--- src/core/usshp_defines.vh ---
// Constants of the serial host port: frame types, field positions, reset values and dividers.
`ifndef USSHP_DEFINES_VH
`define USSHP_DEFINES_VH
`define USSHP_FRAME_BITS    5'h10
`define USSHP_TYPE_WR_CFG   2'h3
`define USSHP_TYPE_RD_CFG   2'h1
`define USSHP_TYPE_WR_DATA  2'h2
`define USSHP_TYPE_RD_DATA  2'h0
`define USSHP_CFG_RESET     14'h0000
`define USSHP_CFG_TM        11
`define USSHP_CFG_RM        10
`define USSHP_DATA_TE_N     10
`define USSHP_DATA_RTS      9
`define USSHP_OSC_DIV       8'h36
`define USSHP_OVERSAMPLE    20'h00010
`define USSHP_FIFO_DEPTH    16
`define USSHP_FIFO_AW       4
`endif

--- src/core/usshp_port.v ---
// Serial host port of the UART: mode 0 slave, 16-bit full-duplex frames, transmit FIFO and UART line logic.
// How it works
// - Sixteen bits in, sixteen bits out, always.
// - First two input bits pick transfer type.
// - Input bit captured on serial clock rise.
// - Bit 15 at select fall, rest on falls.
// - Short frame aborted, no register updated.
// - Frame effects follow select rise, except the receive flag clear.
// - Select fall restarts the bit counter.
// - Data output released while select is high.
// - Transmit and request outputs always driven.
// - Interrupt open drain, pulled low only.
// - Power down stops oscillator, aborts character.
// - Receive flag clears on sixteenth falling edge of a data frame.
`timescale 1ns/1ps
`include "usshp_defines.vh"

module usshp_fifo #(
  parameter W  = 8,
  parameter D  = `USSHP_FIFO_DEPTH,
  parameter AW = `USSHP_FIFO_AW
) (
  input  wire          i_clk,
  input  wire          i_srst,
  input  wire          i_flush,
  input  wire          i_wr_valid,
  output wire          o_wr_ready,
  input  wire [W-1:0]  i_wr_data,
  output wire          o_rd_valid,
  input  wire          i_rd_ready,
  output wire [W-1:0]  o_rd_data
);
  // Pointers wrap naturally, so the depth must be a power of two.
  localparam [AW:0] DEPTH = D[AW:0];
  reg  [W-1:0]  mem_q [0:D-1];
  reg  [AW-1:0] wp_q;
  reg  [AW-1:0] rp_q;
  reg  [AW:0]   cnt_q;
  wire          push;
  wire          pop;

  assign o_wr_ready = (cnt_q != DEPTH);
  assign o_rd_valid = (cnt_q != {(AW+1){1'b0}});
  assign o_rd_data  = mem_q[rp_q];
  assign push       = i_wr_valid & o_wr_ready;
  assign pop        = o_rd_valid & i_rd_ready;

  always @(posedge i_clk) begin
    if (push) begin
      mem_q[wp_q] <= i_wr_data;
    end
  end

  always @(posedge i_clk) begin
    if (i_srst || i_flush) begin
      wp_q  <= {AW{1'b0}};
      rp_q  <= {AW{1'b0}};
      cnt_q <= {(AW+1){1'b0}};
    end else begin
      if (push) begin
        wp_q <= wp_q + 1'b1;
      end
      if (pop) begin
        rp_q <= rp_q + 1'b1;
      end
      if (push && !pop) begin
        cnt_q <= cnt_q + 1'b1;
      end else if (pop && !push) begin
        cnt_q <= cnt_q - 1'b1;
      end
    end
  end
endmodule // usshp_fifo

module usshp_port #(
  parameter [7:0] OSC_DIV = `USSHP_OSC_DIV
) (
  input  wire I_MCLK,
  input  wire I_SRST,
  input  wire I_SCLK,
  input  wire I_CS_N,
  input  wire I_DIN,
  input  wire I_POWER_DOWN_N,
  input  wire I_RX,
  output wire O_DOUT,
  output wire O_DOUT_OE_N,
  output wire O_IRQ_N,
  output wire O_IRQ_OE_N,
  output wire O_TX,
  output wire O_RTS_N
);
  reg  [4:0]  s1_q, s2_q, cnt_q;
  reg  [15:0] in_q, sh_q, word_q;
  reg  [13:0] cfg_q;
  reg  [7:0]  osc_cnt_q, rxd_q;
  reg  [9:0]  tx_sh_q;
  reg  [8:0]  rx_sh_q;
  reg  [3:0]  tx_n_q, rx_n_q;
  reg  [19:0] tx_tmr_q, rx_tmr_q;
  reg         sck_prev_q, cs_prev_q, dout_oe_n_q, pend_q, rts_q, rts_n_q, irq_oe_n_q;
  reg         irq_n_q, osc_tick_q, r_q, tx_busy_q, tx_q, rx_busy_q, rx_new_q;
  wire        sck, cs_n, din, pd_n, rx, sck_rise, sck_fall, cs_fall, cs_rise;
  wire        rx_clr, t_room, f_valid, push_ok, wr_data;
  wire [1:0]  ty_early;
  wire [13:0] low_word;
  wire [7:0]  f_data;
  wire [19:0] bit_len;
  function [19:0] bit_ticks;
    input [3:0] b;
    begin
      bit_ticks = `USSHP_OVERSAMPLE << b;
    end
  endfunction
  assign sck      = s2_q[4];
  assign cs_n     = s2_q[3];
  assign din      = s2_q[2];
  assign pd_n     = s2_q[1];
  assign rx       = s2_q[0];
  assign sck_rise = sck & ~sck_prev_q;
  assign sck_fall = ~sck & sck_prev_q;
  assign cs_fall  = ~cs_n & cs_prev_q;
  assign cs_rise  = cs_n & ~cs_prev_q;
  assign ty_early = {in_q[0], din};
  assign low_word = ty_early[0] ? cfg_q : {6'h00, rxd_q};
  assign rx_clr   = sck_fall && !cs_n && (cnt_q == `USSHP_FRAME_BITS) && !in_q[14];
  assign wr_data  = (word_q[15:14] == `USSHP_TYPE_WR_DATA);
  assign push_ok  = pend_q && osc_tick_q && pd_n && wr_data && !word_q[`USSHP_DATA_TE_N];
  assign bit_len  = bit_ticks(cfg_q[3:0]);
  assign O_DOUT      = sh_q[15];
  assign O_DOUT_OE_N = dout_oe_n_q;
  assign O_IRQ_N     = irq_n_q;
  assign O_IRQ_OE_N  = irq_oe_n_q;
  assign O_TX        = tx_q;
  assign O_RTS_N     = rts_n_q;
  // Pins cross into the clock domain through two flip-flops.
  always @(posedge I_MCLK) begin
    if (I_SRST) begin
      s1_q       <= 5'h0B;
      s2_q       <= 5'h0B;
      sck_prev_q <= 1'b0;
      cs_prev_q  <= 1'b1;
    end else begin
      s1_q       <= {I_SCLK, I_CS_N, I_DIN, I_POWER_DOWN_N, I_RX};
      s2_q       <= s1_q;
      sck_prev_q <= sck;
      cs_prev_q  <= cs_n;
    end
  end

  // Serial frame engine.
  always @(posedge I_MCLK) begin
    if (I_SRST) begin
      cnt_q       <= 5'h00;
      in_q        <= 16'h0000;
      sh_q        <= 16'h0000;
      dout_oe_n_q <= 1'b1;
      pend_q      <= 1'b0;
      word_q      <= 16'h0000;
    end else begin
      if (pend_q && osc_tick_q && pd_n && (!wr_data || word_q[`USSHP_DATA_TE_N] || t_room)) begin
        pend_q <= 1'b0;
      end
      if (cs_fall) begin
        cnt_q       <= 5'h00;
        sh_q        <= {r_q, t_room, 14'h0000};
        dout_oe_n_q <= 1'b0;
      end else if (cs_rise) begin
        dout_oe_n_q <= 1'b1;
        if (cnt_q == `USSHP_FRAME_BITS) begin
          pend_q <= 1'b1;
          word_q <= in_q;
        end
      end else if (!cs_n) begin
        if (sck_rise && cnt_q != `USSHP_FRAME_BITS) begin
          in_q  <= {in_q[14:0], din};
          cnt_q <= cnt_q + 5'h01;
          if (cnt_q == 5'h01) begin
            sh_q[14:1] <= low_word;
          end
        end
        if (sck_fall) begin
          sh_q <= {sh_q[14:0], 1'b0};
        end
      end
    end
  end
  always @(posedge I_MCLK) begin
    if (I_SRST || !pd_n) begin
      osc_cnt_q  <= 8'h00;
      osc_tick_q <= 1'b0;
    end else begin
      osc_tick_q <= (osc_cnt_q == OSC_DIV - 8'h01);
      osc_cnt_q  <= (osc_cnt_q == OSC_DIV - 8'h01) ? 8'h00 : osc_cnt_q + 8'h01;
    end
  end
  always @(posedge I_MCLK) begin
    if (I_SRST) begin
      cfg_q <= `USSHP_CFG_RESET;
      rts_q <= 1'b0;
    end else if (pend_q && osc_tick_q && pd_n) begin
      if (word_q[15:14] == `USSHP_TYPE_WR_CFG) begin
        cfg_q <= word_q[13:0];
      end
      if (wr_data) begin
        rts_q <= word_q[`USSHP_DATA_RTS];
      end
    end
  end

  // A full FIFO holds the pending word, so back-pressure reaches the master through the room bit.
  usshp_fifo #(
    .W  (8),
    .D  (`USSHP_FIFO_DEPTH),
    .AW (`USSHP_FIFO_AW)
  ) u_fifo (
    .i_clk      (I_MCLK),
    .i_srst     (I_SRST),
    .i_flush    (!pd_n),
    .i_wr_valid (push_ok),
    .o_wr_ready (t_room),
    .i_wr_data  (word_q[7:0]),
    .o_rd_valid (f_valid),
    .i_rd_ready (!tx_busy_q && pd_n),
    .o_rd_data  (f_data)
  );
  // Transmitter: start bit, eight data bits, stop bit.
  always @(posedge I_MCLK) begin
    if (I_SRST || !pd_n) begin
      tx_busy_q <= 1'b0;
      tx_sh_q   <= 10'h3FF;
      tx_n_q    <= 4'h0;
      tx_tmr_q  <= 20'h00000;
      tx_q      <= 1'b1;
    end else if (!tx_busy_q) begin
      tx_q <= 1'b1;
      if (f_valid) begin
        tx_busy_q <= 1'b1;
        tx_sh_q   <= {1'b1, f_data, 1'b0};
        tx_n_q    <= 4'h0;
        tx_tmr_q  <= 20'h00000;
      end
    end else begin
      tx_q <= tx_sh_q[0];
      if (osc_tick_q) begin
        if (tx_tmr_q == bit_len - 20'h00001) begin
          tx_tmr_q <= 20'h00000;
          tx_sh_q  <= {1'b1, tx_sh_q[9:1]};
          tx_n_q   <= tx_n_q + 4'h1;
          if (tx_n_q == 4'h9) begin
            tx_busy_q <= 1'b0;
          end
        end else begin
          tx_tmr_q <= tx_tmr_q + 20'h00001;
        end
      end
    end
  end

  // Receiver samples each bit at its middle.
  always @(posedge I_MCLK) begin
    if (I_SRST || !pd_n) begin
      rx_busy_q <= 1'b0;
      rx_n_q    <= 4'h0;
      rx_tmr_q  <= 20'h00000;
      rx_sh_q   <= 9'h000;
      rx_new_q  <= 1'b0;
    end else begin
      rx_new_q <= 1'b0;
      if (!rx_busy_q) begin
        if (!rx) begin
          rx_busy_q <= 1'b1;
          rx_n_q    <= 4'h0;
          rx_tmr_q  <= bit_len >> 1;
        end
      end else if (osc_tick_q) begin
        if (rx_tmr_q == bit_len - 20'h00001) begin
          rx_tmr_q <= 20'h00000;
          rx_n_q   <= rx_n_q + 4'h1;
          rx_sh_q  <= {rx, rx_sh_q[8:1]};
          if (rx_n_q == 4'h9) begin
            rx_busy_q <= 1'b0;
            rx_new_q  <= rx;
          end
        end else begin
          rx_tmr_q <= rx_tmr_q + 20'h00001;
        end
      end
    end
  end

  // A byte that lands in the clearing cycle keeps the flag set.
  always @(posedge I_MCLK) begin
    if (I_SRST) begin
      r_q   <= 1'b0;
      rxd_q <= 8'h00;
    end else if (rx_new_q) begin
      r_q   <= 1'b1;
      rxd_q <= rx_sh_q[7:0];
    end else if (rx_clr) begin
      r_q <= 1'b0;
    end
  end

  always @(posedge I_MCLK) begin
    if (I_SRST) begin
      rts_n_q    <= 1'b1;
      irq_n_q    <= 1'b0;
      irq_oe_n_q <= 1'b1;
    end else begin
      rts_n_q    <= ~rts_q;
      irq_n_q    <= 1'b0;
      irq_oe_n_q <= ~((r_q & cfg_q[`USSHP_CFG_RM]) | (t_room & cfg_q[`USSHP_CFG_TM]));
    end
  end
endmodule // usshp_port

--- config.mk ---
export PLATFORM = sky130hd
export DESIGN_NAME = usshp_port
export DESIGN_NICKNAME = d
export VERILOG_FILES = /design/src/core/usshp_port.v
export VERILOG_INCLUDE_DIRS = /design/src /design/src/core
export SDC_FILE = /design/constraint.sdc
export NUM_CORES = 1
export LEC_CHECK = 0
export BUFFER_PORTS_ARGS = -buffer_cell sky130_fd_sc_hd__clkbuf_2
export CAP_MARGIN = 20
export CORE_MARGIN = 8
export CORE_UTILIZATION = 57
export CTS_CLUSTER_DIAMETER = 120
export CTS_CLUSTER_SIZE = 20
export DETAILED_ROUTE_END_ITERATION = 16
export PLACE_DENSITY = 0.87
export SYNTH_ARGS = -nofsm -noshare
export SYNTH_HDL_FRONTEND = slang
export SYNTH_SLANG_ARGS = --single-unit
export TNS_END_PERCENT = 50
--- constraint.sdc ---
create_clock -name I_MCLK -period 3.2 [get_ports I_MCLK]
set_input_delay 0.32 -clock I_MCLK [delete_from_list [all_inputs] [get_ports I_MCLK]]
set_output_delay 0.32 -clock I_MCLK [all_outputs]
set_load 0.03 [all_outputs]
* After elaboration in Yosys (flattened, before gate mapping)
Memories as Yosys holds them, arrays and structs flattened. A register that Yosys moved wholly into a read port is not among the register bits. Index checks and enable logic that the tools add are counted.
Word-level totals: register bits after elaboration 185, input port bits 7, output and inout bits 6, word-level logic and storage cells 187, memories 1, bits in writable memories 128
Operators by class: equality and inequality tests 18, add/subtract/negate cells 11, reductions and logical operators 50, bitwise gates (word level) 22, shift-type cells 1, muxes and demuxes 51
Memory list:
- u_fifo.mem_q | words 16, width 8, rd ports 1, clocked after memory_dff 1, write ports 1, RTL line usshp_port.v:35 | reg [W-1:0] mem_q [0:D-1];
Operators by type and width (count):
- $mux 20 | 8
- $mux 16 | 4
- $mux 14 | 3
- $add 20x1->20 const B | 2
- $eq 20x20->1 | 2
- $mux 10 | 4
- $mux 4 | 10
- $mux 1 | 20
- $shl 5x4->20 const A | 1
- $sub 20x1->20 const B | 1
- $reduce_and 3->1 | 6
- $add 4x1->4 const B | 4
- $reduce_bool 2->1 | 7
- $not 1->1 | 13
- $logic_and 1x1->1 | 12
- $reduce_and 4->1 | 3
- $add 5x1->5 const B | 2
- $mux 5 | 2
- $ne 5x5->1 const B | 2
- $add 8x1->8 const B | 1
- $and 1x1->1 | 8
- $eq 4x4->1 const B | 2
- $eq 8x6->1 const B | 1
- $logic_not 1->1 | 8
- other kinds (13) | 27

* Logic depth before layout (Yosys ltp)
Gate-level depths: netlist of run 1.
depth after elaboration 9, depth in mapped cells 16

* Cells and area by module
A second synthesis of run 1 with hierarchy kept.
Unflattened totals: cells, all modules 1303, area total of the unflattened synthesis 14219.9 um^2
Modules (own cells, without submodules):
- usshp_port | times used 1, cells an instance 993, area each 8443.1 um^2
- usshp_fifo | times used 1, cells an instance 310, area each 5776.8 um^2

* Worst setup path after synthesis of run 1
Ideal clock, no wire load.
path kind register to register, from register cfg_q[0], to register tx_n_q[1], slack -26 ps, buffers on the path 3, required time 3135 ps, period minus slack after synthesis 3226 ps, cell stages (with the launch flop) 14, arrival time 3160 ps, cell sequence dfxtp_1 -> buf_6 -> clkbuf_1 -> nor2b_1 -> nand2_1 -> ha_1 -> buf_4 -> or3b_4 -> a2bb2oi_1 -> xnor2_1 -> or4_4 -> nor3_4 -> mux2_2 -> nor2_1
On the way: word-level cells in the longest chain between the ends 5
Ends and longest elaborated chain:
- start, declared | RTL line usshp_port.v:94 | reg [13:0] cfg_q;
- start signal, assigned | RTL line usshp_port.v:198 | cfg_q <= `USSHP_CFG_RESET;
- start signal, assigned | RTL line usshp_port.v:202 | cfg_q <= word_q[13:0];
- $shl 5x4->20 (no line)
- $sub 20x1->20 | RTL line usshp_port.v:245 | if (tx_tmr_q == bit_len - 20'h00001) begin
- $eq 20x20->1 | RTL line usshp_port.v:245
- $ne 2x1->1 (no line)
- $reduce_and 3->1 (no line)
- end signal, assigned | RTL line usshp_port.v:248 | tx_n_q <= tx_n_q + 4'h1;
- end, declared | RTL line usshp_port.v:98 | reg [3:0] tx_n_q, rx_n_q;
No other way between the ends. A chain may end at the register's enable or synchronous reset.

* Worst setup path after layout of run 1
from register u_fifo.cnt_q[0], to register u_fifo.cnt_q[4]
On the way: word-level cells in the longest chain between the ends 5, elaborated cells on any way between the ends 13, classes of those cells add/sub (2); eq/ne (1); mux (2); bitwise (2); reduce/logical (6)
Ends and longest elaborated chain:
- start, declared | RTL line usshp_port.v:38 | reg [AW:0] cnt_q;
- start signal, assigned | RTL line usshp_port.v:58 | cnt_q <= {(AW+1){1'b0}};
- start signal, assigned | RTL line usshp_port.v:67 | cnt_q <= cnt_q + 1'b1;
- start signal, assigned | RTL line usshp_port.v:69 | cnt_q <= cnt_q - 1'b1;
- parallel branches: the longest is 5 deep, another holds $sub 5x1->5
Several ways; the timed one is not identified. The select of a mux whose other input is x is not followed.

==> results of run 1 <==
==> area by class of cell <==
type	count	area share (%)
clock buffer	26	3.38
tap	330	2.73
inverter	28	0.695
timing repair buffer	43	2.06
clock inverter	1	0.0248
sequential	316	50.3
multi-input combinational	894	40.8
==> flip-flops by register name (all words and copies together), names as in the netlist, 4 cells and up, named ones only <==
signal,cells
u_fifo.mem_q,128
rx_tmr_q,20
tx_tmr_q,20
in_q,16
word_q,16
sh_q,15
cfg_q,14
rx_sh_q,9
tx_sh_q,9
osc_cnt_q,8
rxd_q,8
cnt_q,5
s1_q,5
s2_q,5
u_fifo.cnt_q,5
rx_n_q,4
tx_n_q,4
u_fifo.rp_q,4
u_fifo.wp_q,4
==> timing repair <==
action / in CTS / in global routing
hold buffers: 0 / 0
endpoints found under the setup margin: 0 / 4
resized for setup: 0 / 3
==> cells in the mapped netlist (6+ instances only) <==
master      n
nor4_1      8
nand2b_1   10
a21o_1      7
xnor2_1    24
or3_1       7
dfxtp_1   188
nor3_1     22
o41a_1      6
nor3b_1    11
nand3_1    48
buf_2       8
and2_1     11
clkbuf_1   57
nand4_1    16
a31oi_1    13
a21oi_1    89
a211oi_1   23
mux4_2     39
buf_4       8
ha_1       23
and3_1     16
or2_2      13
inv_1      28
o31ai_1     6
xor2_1     21
buf_6       6
mux2i_1    50
nand2_1   138
o21ai_0    39
nor2b_1    25
edfxtp_1  128
nor2_1    132
==> power breakdown <==
group          internal (uW)  total (uW)  switching, uW  leakage [uW]
registers               4160        4180           14.6       0.00270
logic                   40.1         139           99.4       0.00215
clock network           1120        2360           1240      0.000250
total                   5320        6680           1360       0.00510
==> worst max-delay path: cells and delay by family (launching register included) <==
family / cells / cell delay, ns
compound gates: 3 / 0.54
xor+xnor: 1 / 0.09
fa+ha+maj: 2 / 0.63
buf+inv: 1 / 0.12
flops: 1 / 0.41
simple gates: 5 / 1.22
==> cells by family after synthesis <==
| group | after synthesis |
|---|---|
| flip-flops | 316 |
| buffers and inverters | 112 |
| other | 1 |
| adder cells (fa/ha/maj) | 24 |
| AO/OA/AOI/OAI | 239 |
| multiplexers | 90 |
| AND/OR/NAND/NOR | 494 |
| XOR/XNOR | 46 |
==> metrics by stage <==
| step | std cells | utilization, % | cell area [sq um] |
|---|---|---|---|
| after floorplan | 1322 | - | 14300 |
| after global placement | 1611 | 58.6 | 14600 |
| after detailed placement | 1611 | 58.6 | 14600 |
| after CTS | 1638 | 60.7 | 15100 |
| after global routing | 1638 | 60.8 | 15100 |
| final | 1638 | 60.8 | 15100 |
==> final timing paths <==
kind | cells after the start | from | endpoint
worst min-delay path | 2 | I_CS_N | s1_q[3]$_SDFF_PP1_
worst max-delay path | 12 | u_fifo.cnt_q[0]$_SDFFE_PP0P_ | u_fifo.cnt_q[4]$_SDFFE_PP0P_
worst min register to register | 1 | s1_q[1]$_SDFF_PP1_ | s2_q[1]$_SDFF_PP1_
worst max register to register | 12 | u_fifo.cnt_q[0]$_SDFFE_PP0P_ | u_fifo.cnt_q[4]$_SDFFE_PP0P_
==> routing by layer <==
metal | vias to the layer above | routed length (um)
met5 | - | 0
met4 | 0 | 677
met3 | 60 | 1950
met2 | 393 | 15100
met1 | 4936 | 13100
li1 | 4735 | -
==> metrics, run 1 <==
CTS tree=done; fin nets=between 1000 and 1500; most frequent cells in the layout=186 x dfxtp_1, 137 x nand2_1, 132 x nor2_1, 128 x edfxtp_1, 89 x a21oi_1; Compound-Gate Fraction of Synth Area=about 11%; post-synthesis sequential area ratio=between 50 and 60%; Synth Area in XOR/XNOR=just under 3%; Max-slew headroom=between 30 and 40%; Net Count, Synth=1353; Reg area=7610 sq um; floorplan row count=58; pre-CTS setup slack=around 0.17 ns; count of pins over their slew limit=0; initial antenna violation count=0; All-Layer GR Usage=around 20%; Post CTS Setup Buffer Count=0; max-cap violation count=0; R2R Setup Slk=between 0.1 and 0.15 ns; final-report hold violation count=0; Ys Warns=0; DP Wirelength=just over 20 mm; final setup TNS=0 ns; final WL=slightly above 30 mm; synth-to-layout area growth=6.13%; Async SR Flop Fraction=0%; Synth Area in Simple Gates=17.4%; crit path time final=between 3 and 4 ns; first-pass GRT wire length=roughly 50 mm; Placer Congestion=between 0.9 and 1; Critical Path Sink Type=register; clk slew on worst S/H paths=0.09 ns; met1 usage=roughly a quarter; crit share post-route=between 90% and 100%; area leader, netlist=edfxtp_1; status=finished clean; fraction of layout cells with a size suffix above 1=between 10% and 20%; Max Freq=approximately 320 MHz; cell count after synthesis=1322; met3 GRT Util=2.52%; Skew-Pair Late Insertion Delay=roughly 0.5 ns; Main synth FF type=dfxtp_1; vias in the first global route=9686; drc violations=0; largest net degree at the start of global routing=between 40 and 50; H-tree depth=1; worst-path maximum fanout=4; drt pass-1 iters=5; post-synthesis adder-cell area fraction=2.16%; synth top area cells=edfxtp_1 27%, dfxtp_1 26%, mux4_2 6.2%; core area=roughly 25000 sq um; footprint of the multi-input gates=6170 sq um; GR Util met2=33.3%; die span in x=about 170 um; leakage power figure=0.00510 uW; height of the die=174 um; share of the synthesized area in the top cell type=between 20% and 30%; CP max stage cell=fa_1; Ports=13; most frequent CP cell=a21oi_1; vias after detailed routing=10124; cell area after synthesis=between 10000 and 15000 sq um; final worst slack=about 0.11 ns; worst hold path type=in -> reg; syn_area_per_cell=around 11 sq um; TritonCTS buffer count=19; Num Clock Sinks=about 320; Initial Util=57.2%; DR vias/cell=roughly 6; CTS root buf=clkbuf_16; PnR Total Power=~6700 uW; fillers=approximately 1900; most common cell after layout, fill and taps aside=dfxtp_1; Die ar.=slightly above 30000 sq um; ANT cells=0; final worst clock skew=~0.018 ns; crit-path max cell delay=0.42 ns; GRT Residual Overflow=0; Worst Tran Pin Value=1.01 ns; final setup fails=0; Hold Slack=between 0.01 and 0.015 ns; Post-synth EDFFs=around 130; CTS Buffer Depth=3; IO buf count=11; critical path class=reg -> reg; Netlist cell types=88; Cell Pwr Density=about 440 nW/um^2; Antenna Nets Post-Route=0; Crit path required time=3.62 ns; post-synthesis register bit count=between 300 and 400; global route hottest layer=met2; routed len/inst=18.8 um; DR iter-0 viols=between 900 and 1000; largest family of logic cells by synthesized area=simple AND/OR/NAND/NOR gates; Critical Path Start Type=register; Worst EP arrival=between 3 and 4 ns; worst vdd ir=536 uV; mux contribution to synthesized area=9.76%; critical path, cell by cell=nor4_4, nor2b_1, nor2_1, nand2_1, ha_1, inv_1, fa_1, a21o_1, a21oi_1, xnor2_1, or3_1, a21oi_1
No activity file was read; power rests on OpenSTA's default activity.
==> run 2, diff against run 1 <==
==> constraint.sdc (replaced) <==
create_clock -name I_MCLK -period 3.2 [get_ports I_MCLK]
set_input_delay 0.16 -clock I_MCLK [delete_from_list [all_inputs] [get_ports I_MCLK]]
set_output_delay 0.16 -clock I_MCLK [all_outputs]
set_load 0.03 [all_outputs]
==> metrics, run 2 (synthesis gave the netlist of run 1 again) <==
RSZ-0062 raised after global routing=no; clk slew on worst S/H paths=0.08 ns (about the same); WHS Path Cells=3 (+1); Cell Pwr Density=443 nW/um^2 (+0.36%); critical path class=reg -> reg; CP max stage cell=fa_1; floorplan row count=58 (unchanged); min-delay src=I_SRST; ANT cells=0 (unchanged); reg2reg path depth=12 (unchanged); fin nets=1338 (+0.38%); crit share post-route=95.3% (-1.3 points); Num Clock Sinks=316 (unchanged); Skew-Pair Late Insertion Delay=0.51 ns (about the same); met1 usage=25.9% (-0.59 points); initial antenna violation count=0 (unchanged); global route hottest layer=met2; most frequent cells in the layout=186 x dfxtp_1, 137 x nand2_1, 132 x nor2_1, 128 x edfxtp_1, 89 x a21oi_1; worst hold path type=in -> reg; worst-path maximum fanout=4 (unchanged); first-pass GRT wire length=51.4 mm (+2.5%); max reg flops=128 (unchanged); Crit path required time=3.63 ns (about the same); CTS Buffer Depth=3 (unchanged); height of the die=174 um (unchanged); status=finished clean; Initial Util=57.2% (unchanged); kind of cell adding the most delay to the critical path=simple AND/OR/NAND/NOR gates; worst vdd ir=635 uV (+18%); vias after detailed routing=10271 (+1.5%); crit-path max cell delay=0.42 ns (about the same); TritonCTS buffer count=19 (unchanged); pre-CTS setup slack=0.0916 ns (-0.0791 ns); DP Wirelength=20.5 mm (+0.26%); most frequent CP cell=a21oi_1; final worst clock skew=0.0143 ns (-0.00335 ns); CTS root buf=clkbuf_16; final setup TNS=0 ns (unchanged); met3 GRT Util=2.89% (+0.37 points); drc violations=0 (unchanged); critical path, cell by cell=nor4_4, nor2b_1, nor2_1, nand2_1, ha_1, inv_1, fa_1, a21o_1, a21oi_1, xnor2_1, or3_1, a21oi_1; Critical Path Sink Type=register; hold path endpoint=O_IRQ_OE_N$_SDFF_PP1_; final WL=31.7 mm (+2.9%); vias in the first global route=10035 (+3.6%); placed inst area=14600 sq um (unchanged); biggest regs=u_fifo.mem_q x128, rx_tmr_q x20, tx_tmr_q x20; Max Freq=328 MHz (+1.4%); final setup fails=0 (unchanged); Antenna Nets Post-Route=0 (unchanged); final worst slack=0.152 ns (+0.0416 ns); end of the worst register-to-register path=u_fifo.cnt_q[4]$_SDFFE_PP0P_; CTS tree=done; count of pins over their slew limit=0 (unchanged); Worst Tran Pin Value=1.01 ns (-0.00407 ns); Critical Path Start Type=register; die span in x=174 um (unchanged); FF-to-FF Start=u_fifo.cnt_q[0]$_SDFFE_PP0P_; synth-to-layout area growth=6.67%; final-report hold violation count=0 (unchanged); leakage power figure=0.00513 uW (+0.59%); R2R Setup Slk=0.15 ns (+0.04 ns); Placer Congestion=0.950 (-0.46%); DR vias/cell=6.24 (+1.0%); IO buf count=11 (unchanged); largest net degree at the start of global routing=43 (-2.3%); Buf/Inv on CP=1 (unchanged); max-cap violation count=0 (unchanged); GR Util met2=35.5% (+2.2 points); routed len/inst=19.3 um (+2.5%); core area=24900 sq um (unchanged); H-tree depth=1 (unchanged); fraction of layout cells with a size suffix above 1=10.9% (+0.018 points); Die ar.=30300 sq um (unchanged); Max-slew headroom=32.6% (+0.27 points); crit path time final=3.05 ns (-0.0416 ns); Ports=13 (unchanged); Worst EP arrival=3.48 ns (-0.03 ns); Finished Cell Area=15200 sq um (+0.51%); drt pass-1 iters=6 (+1); Biggest register=u_fifo.mem_q; GRT Residual Overflow=0 (unchanged); DR iter-0 viols=1003 (+7.7%); All-Layer GR Usage=20.4% (+0.62 points); fillers=1864 (-0.75%); most common cell after layout, fill and taps aside=dfxtp_1; Post CTS Setup Buffer Count=0 (unchanged)
[run 2: timing repair]
action	4_1_cts	5_1_grt
gates resized for setup	0	5
hold buffers	5	0
endpoints found under the hold margin	5	0
setup endpoints to repair	0	17
[run 2: where the power goes]
part / switching [uW] / leakage (uW) / internal (uW)
combinational: 101 / 0.00217 / 44.0
clock: 1260 / 0.000257 / 1160
sequential: 15.2 / 0.00270 / 4160
[run 2: worst register-to-register path: cells and delay by family, from the launching register on]
kind / cells / cell delay [ns]
simple gates: 5 / 1.21
fa+ha+maj: 2 / 0.65
compound gates: 3 / 0.51
flops: 1 / 0.39
buf+inv: 1 / 0.12
xor+xnor: 1 / 0.10
[run 2: how the worst max path moves through the flow]
stage                                       from                           end  slack, ns  cells past startpoint
global placement    u_fifo.cnt_q[0]$_SDFFE_PP0P_  u_fifo.cnt_q[4]$_SDFFE_PP0P_       0.28                     12
global route        u_fifo.cnt_q[0]$_SDFFE_PP0P_  u_fifo.cnt_q[4]$_SDFFE_PP0P_       0.03                     12
finish              u_fifo.cnt_q[0]$_SDFFE_PP0P_  u_fifo.cnt_q[4]$_SDFFE_PP0P_       0.15                     12
CTS                 u_fifo.cnt_q[0]$_SDFFE_PP0P_  u_fifo.cnt_q[4]$_SDFFE_PP0P_       0.02                     12
detailed placement         cfg_q[1]$_SDFFE_PP0P_       rx_sh_q[3]$_SDFFE_PP0P_       0.09                     12
floorplan                  cfg_q[2]$_SDFFE_PP0P_        tx_n_q[1]$_SDFFE_PP0P_      0.002                     14
[run 2: layer usage]
| layer | wire length [um] | vias up |
|---|---|---|
| met1 | 12900 | 4987 |
| li1 | - | 4749 |
| met5 | 0 | - |
| met4 | 713 | 0 |
| met2 | 15800 | 453 |
| met3 | 2320 | 82 |
[run 2: cell type report]
| class | instances | area [sq um] | area share, % |
|---|---|---|---|
| timing repair buffer | 48 | 358 | 2.35 |
| inverter | 28 | 105 | 0.691 |
| clock buffer | 29 | 534 | 3.51 |
| sequential | 316 | 7610 | 50.1 |
| tap | 330 | 413 | 2.72 |
| multi-input combinational | 894 | 6180 | 40.7 |
[run 2: per-stage QoR]
stage	hold WS (ns)	total power (uW)	util, %	instances
5_1_grt	0.0794	6920	61.1	1645
6_report	0.0860	6740	61.1	1645
3_3_place_gp	0.348	4400	58.6	1611
3_5_place_dp	0.349	4410	58.6	1611
4_1_cts	0.0585	6750	61.0	1645
2_1_floorplan	0.264	4370	-	1322
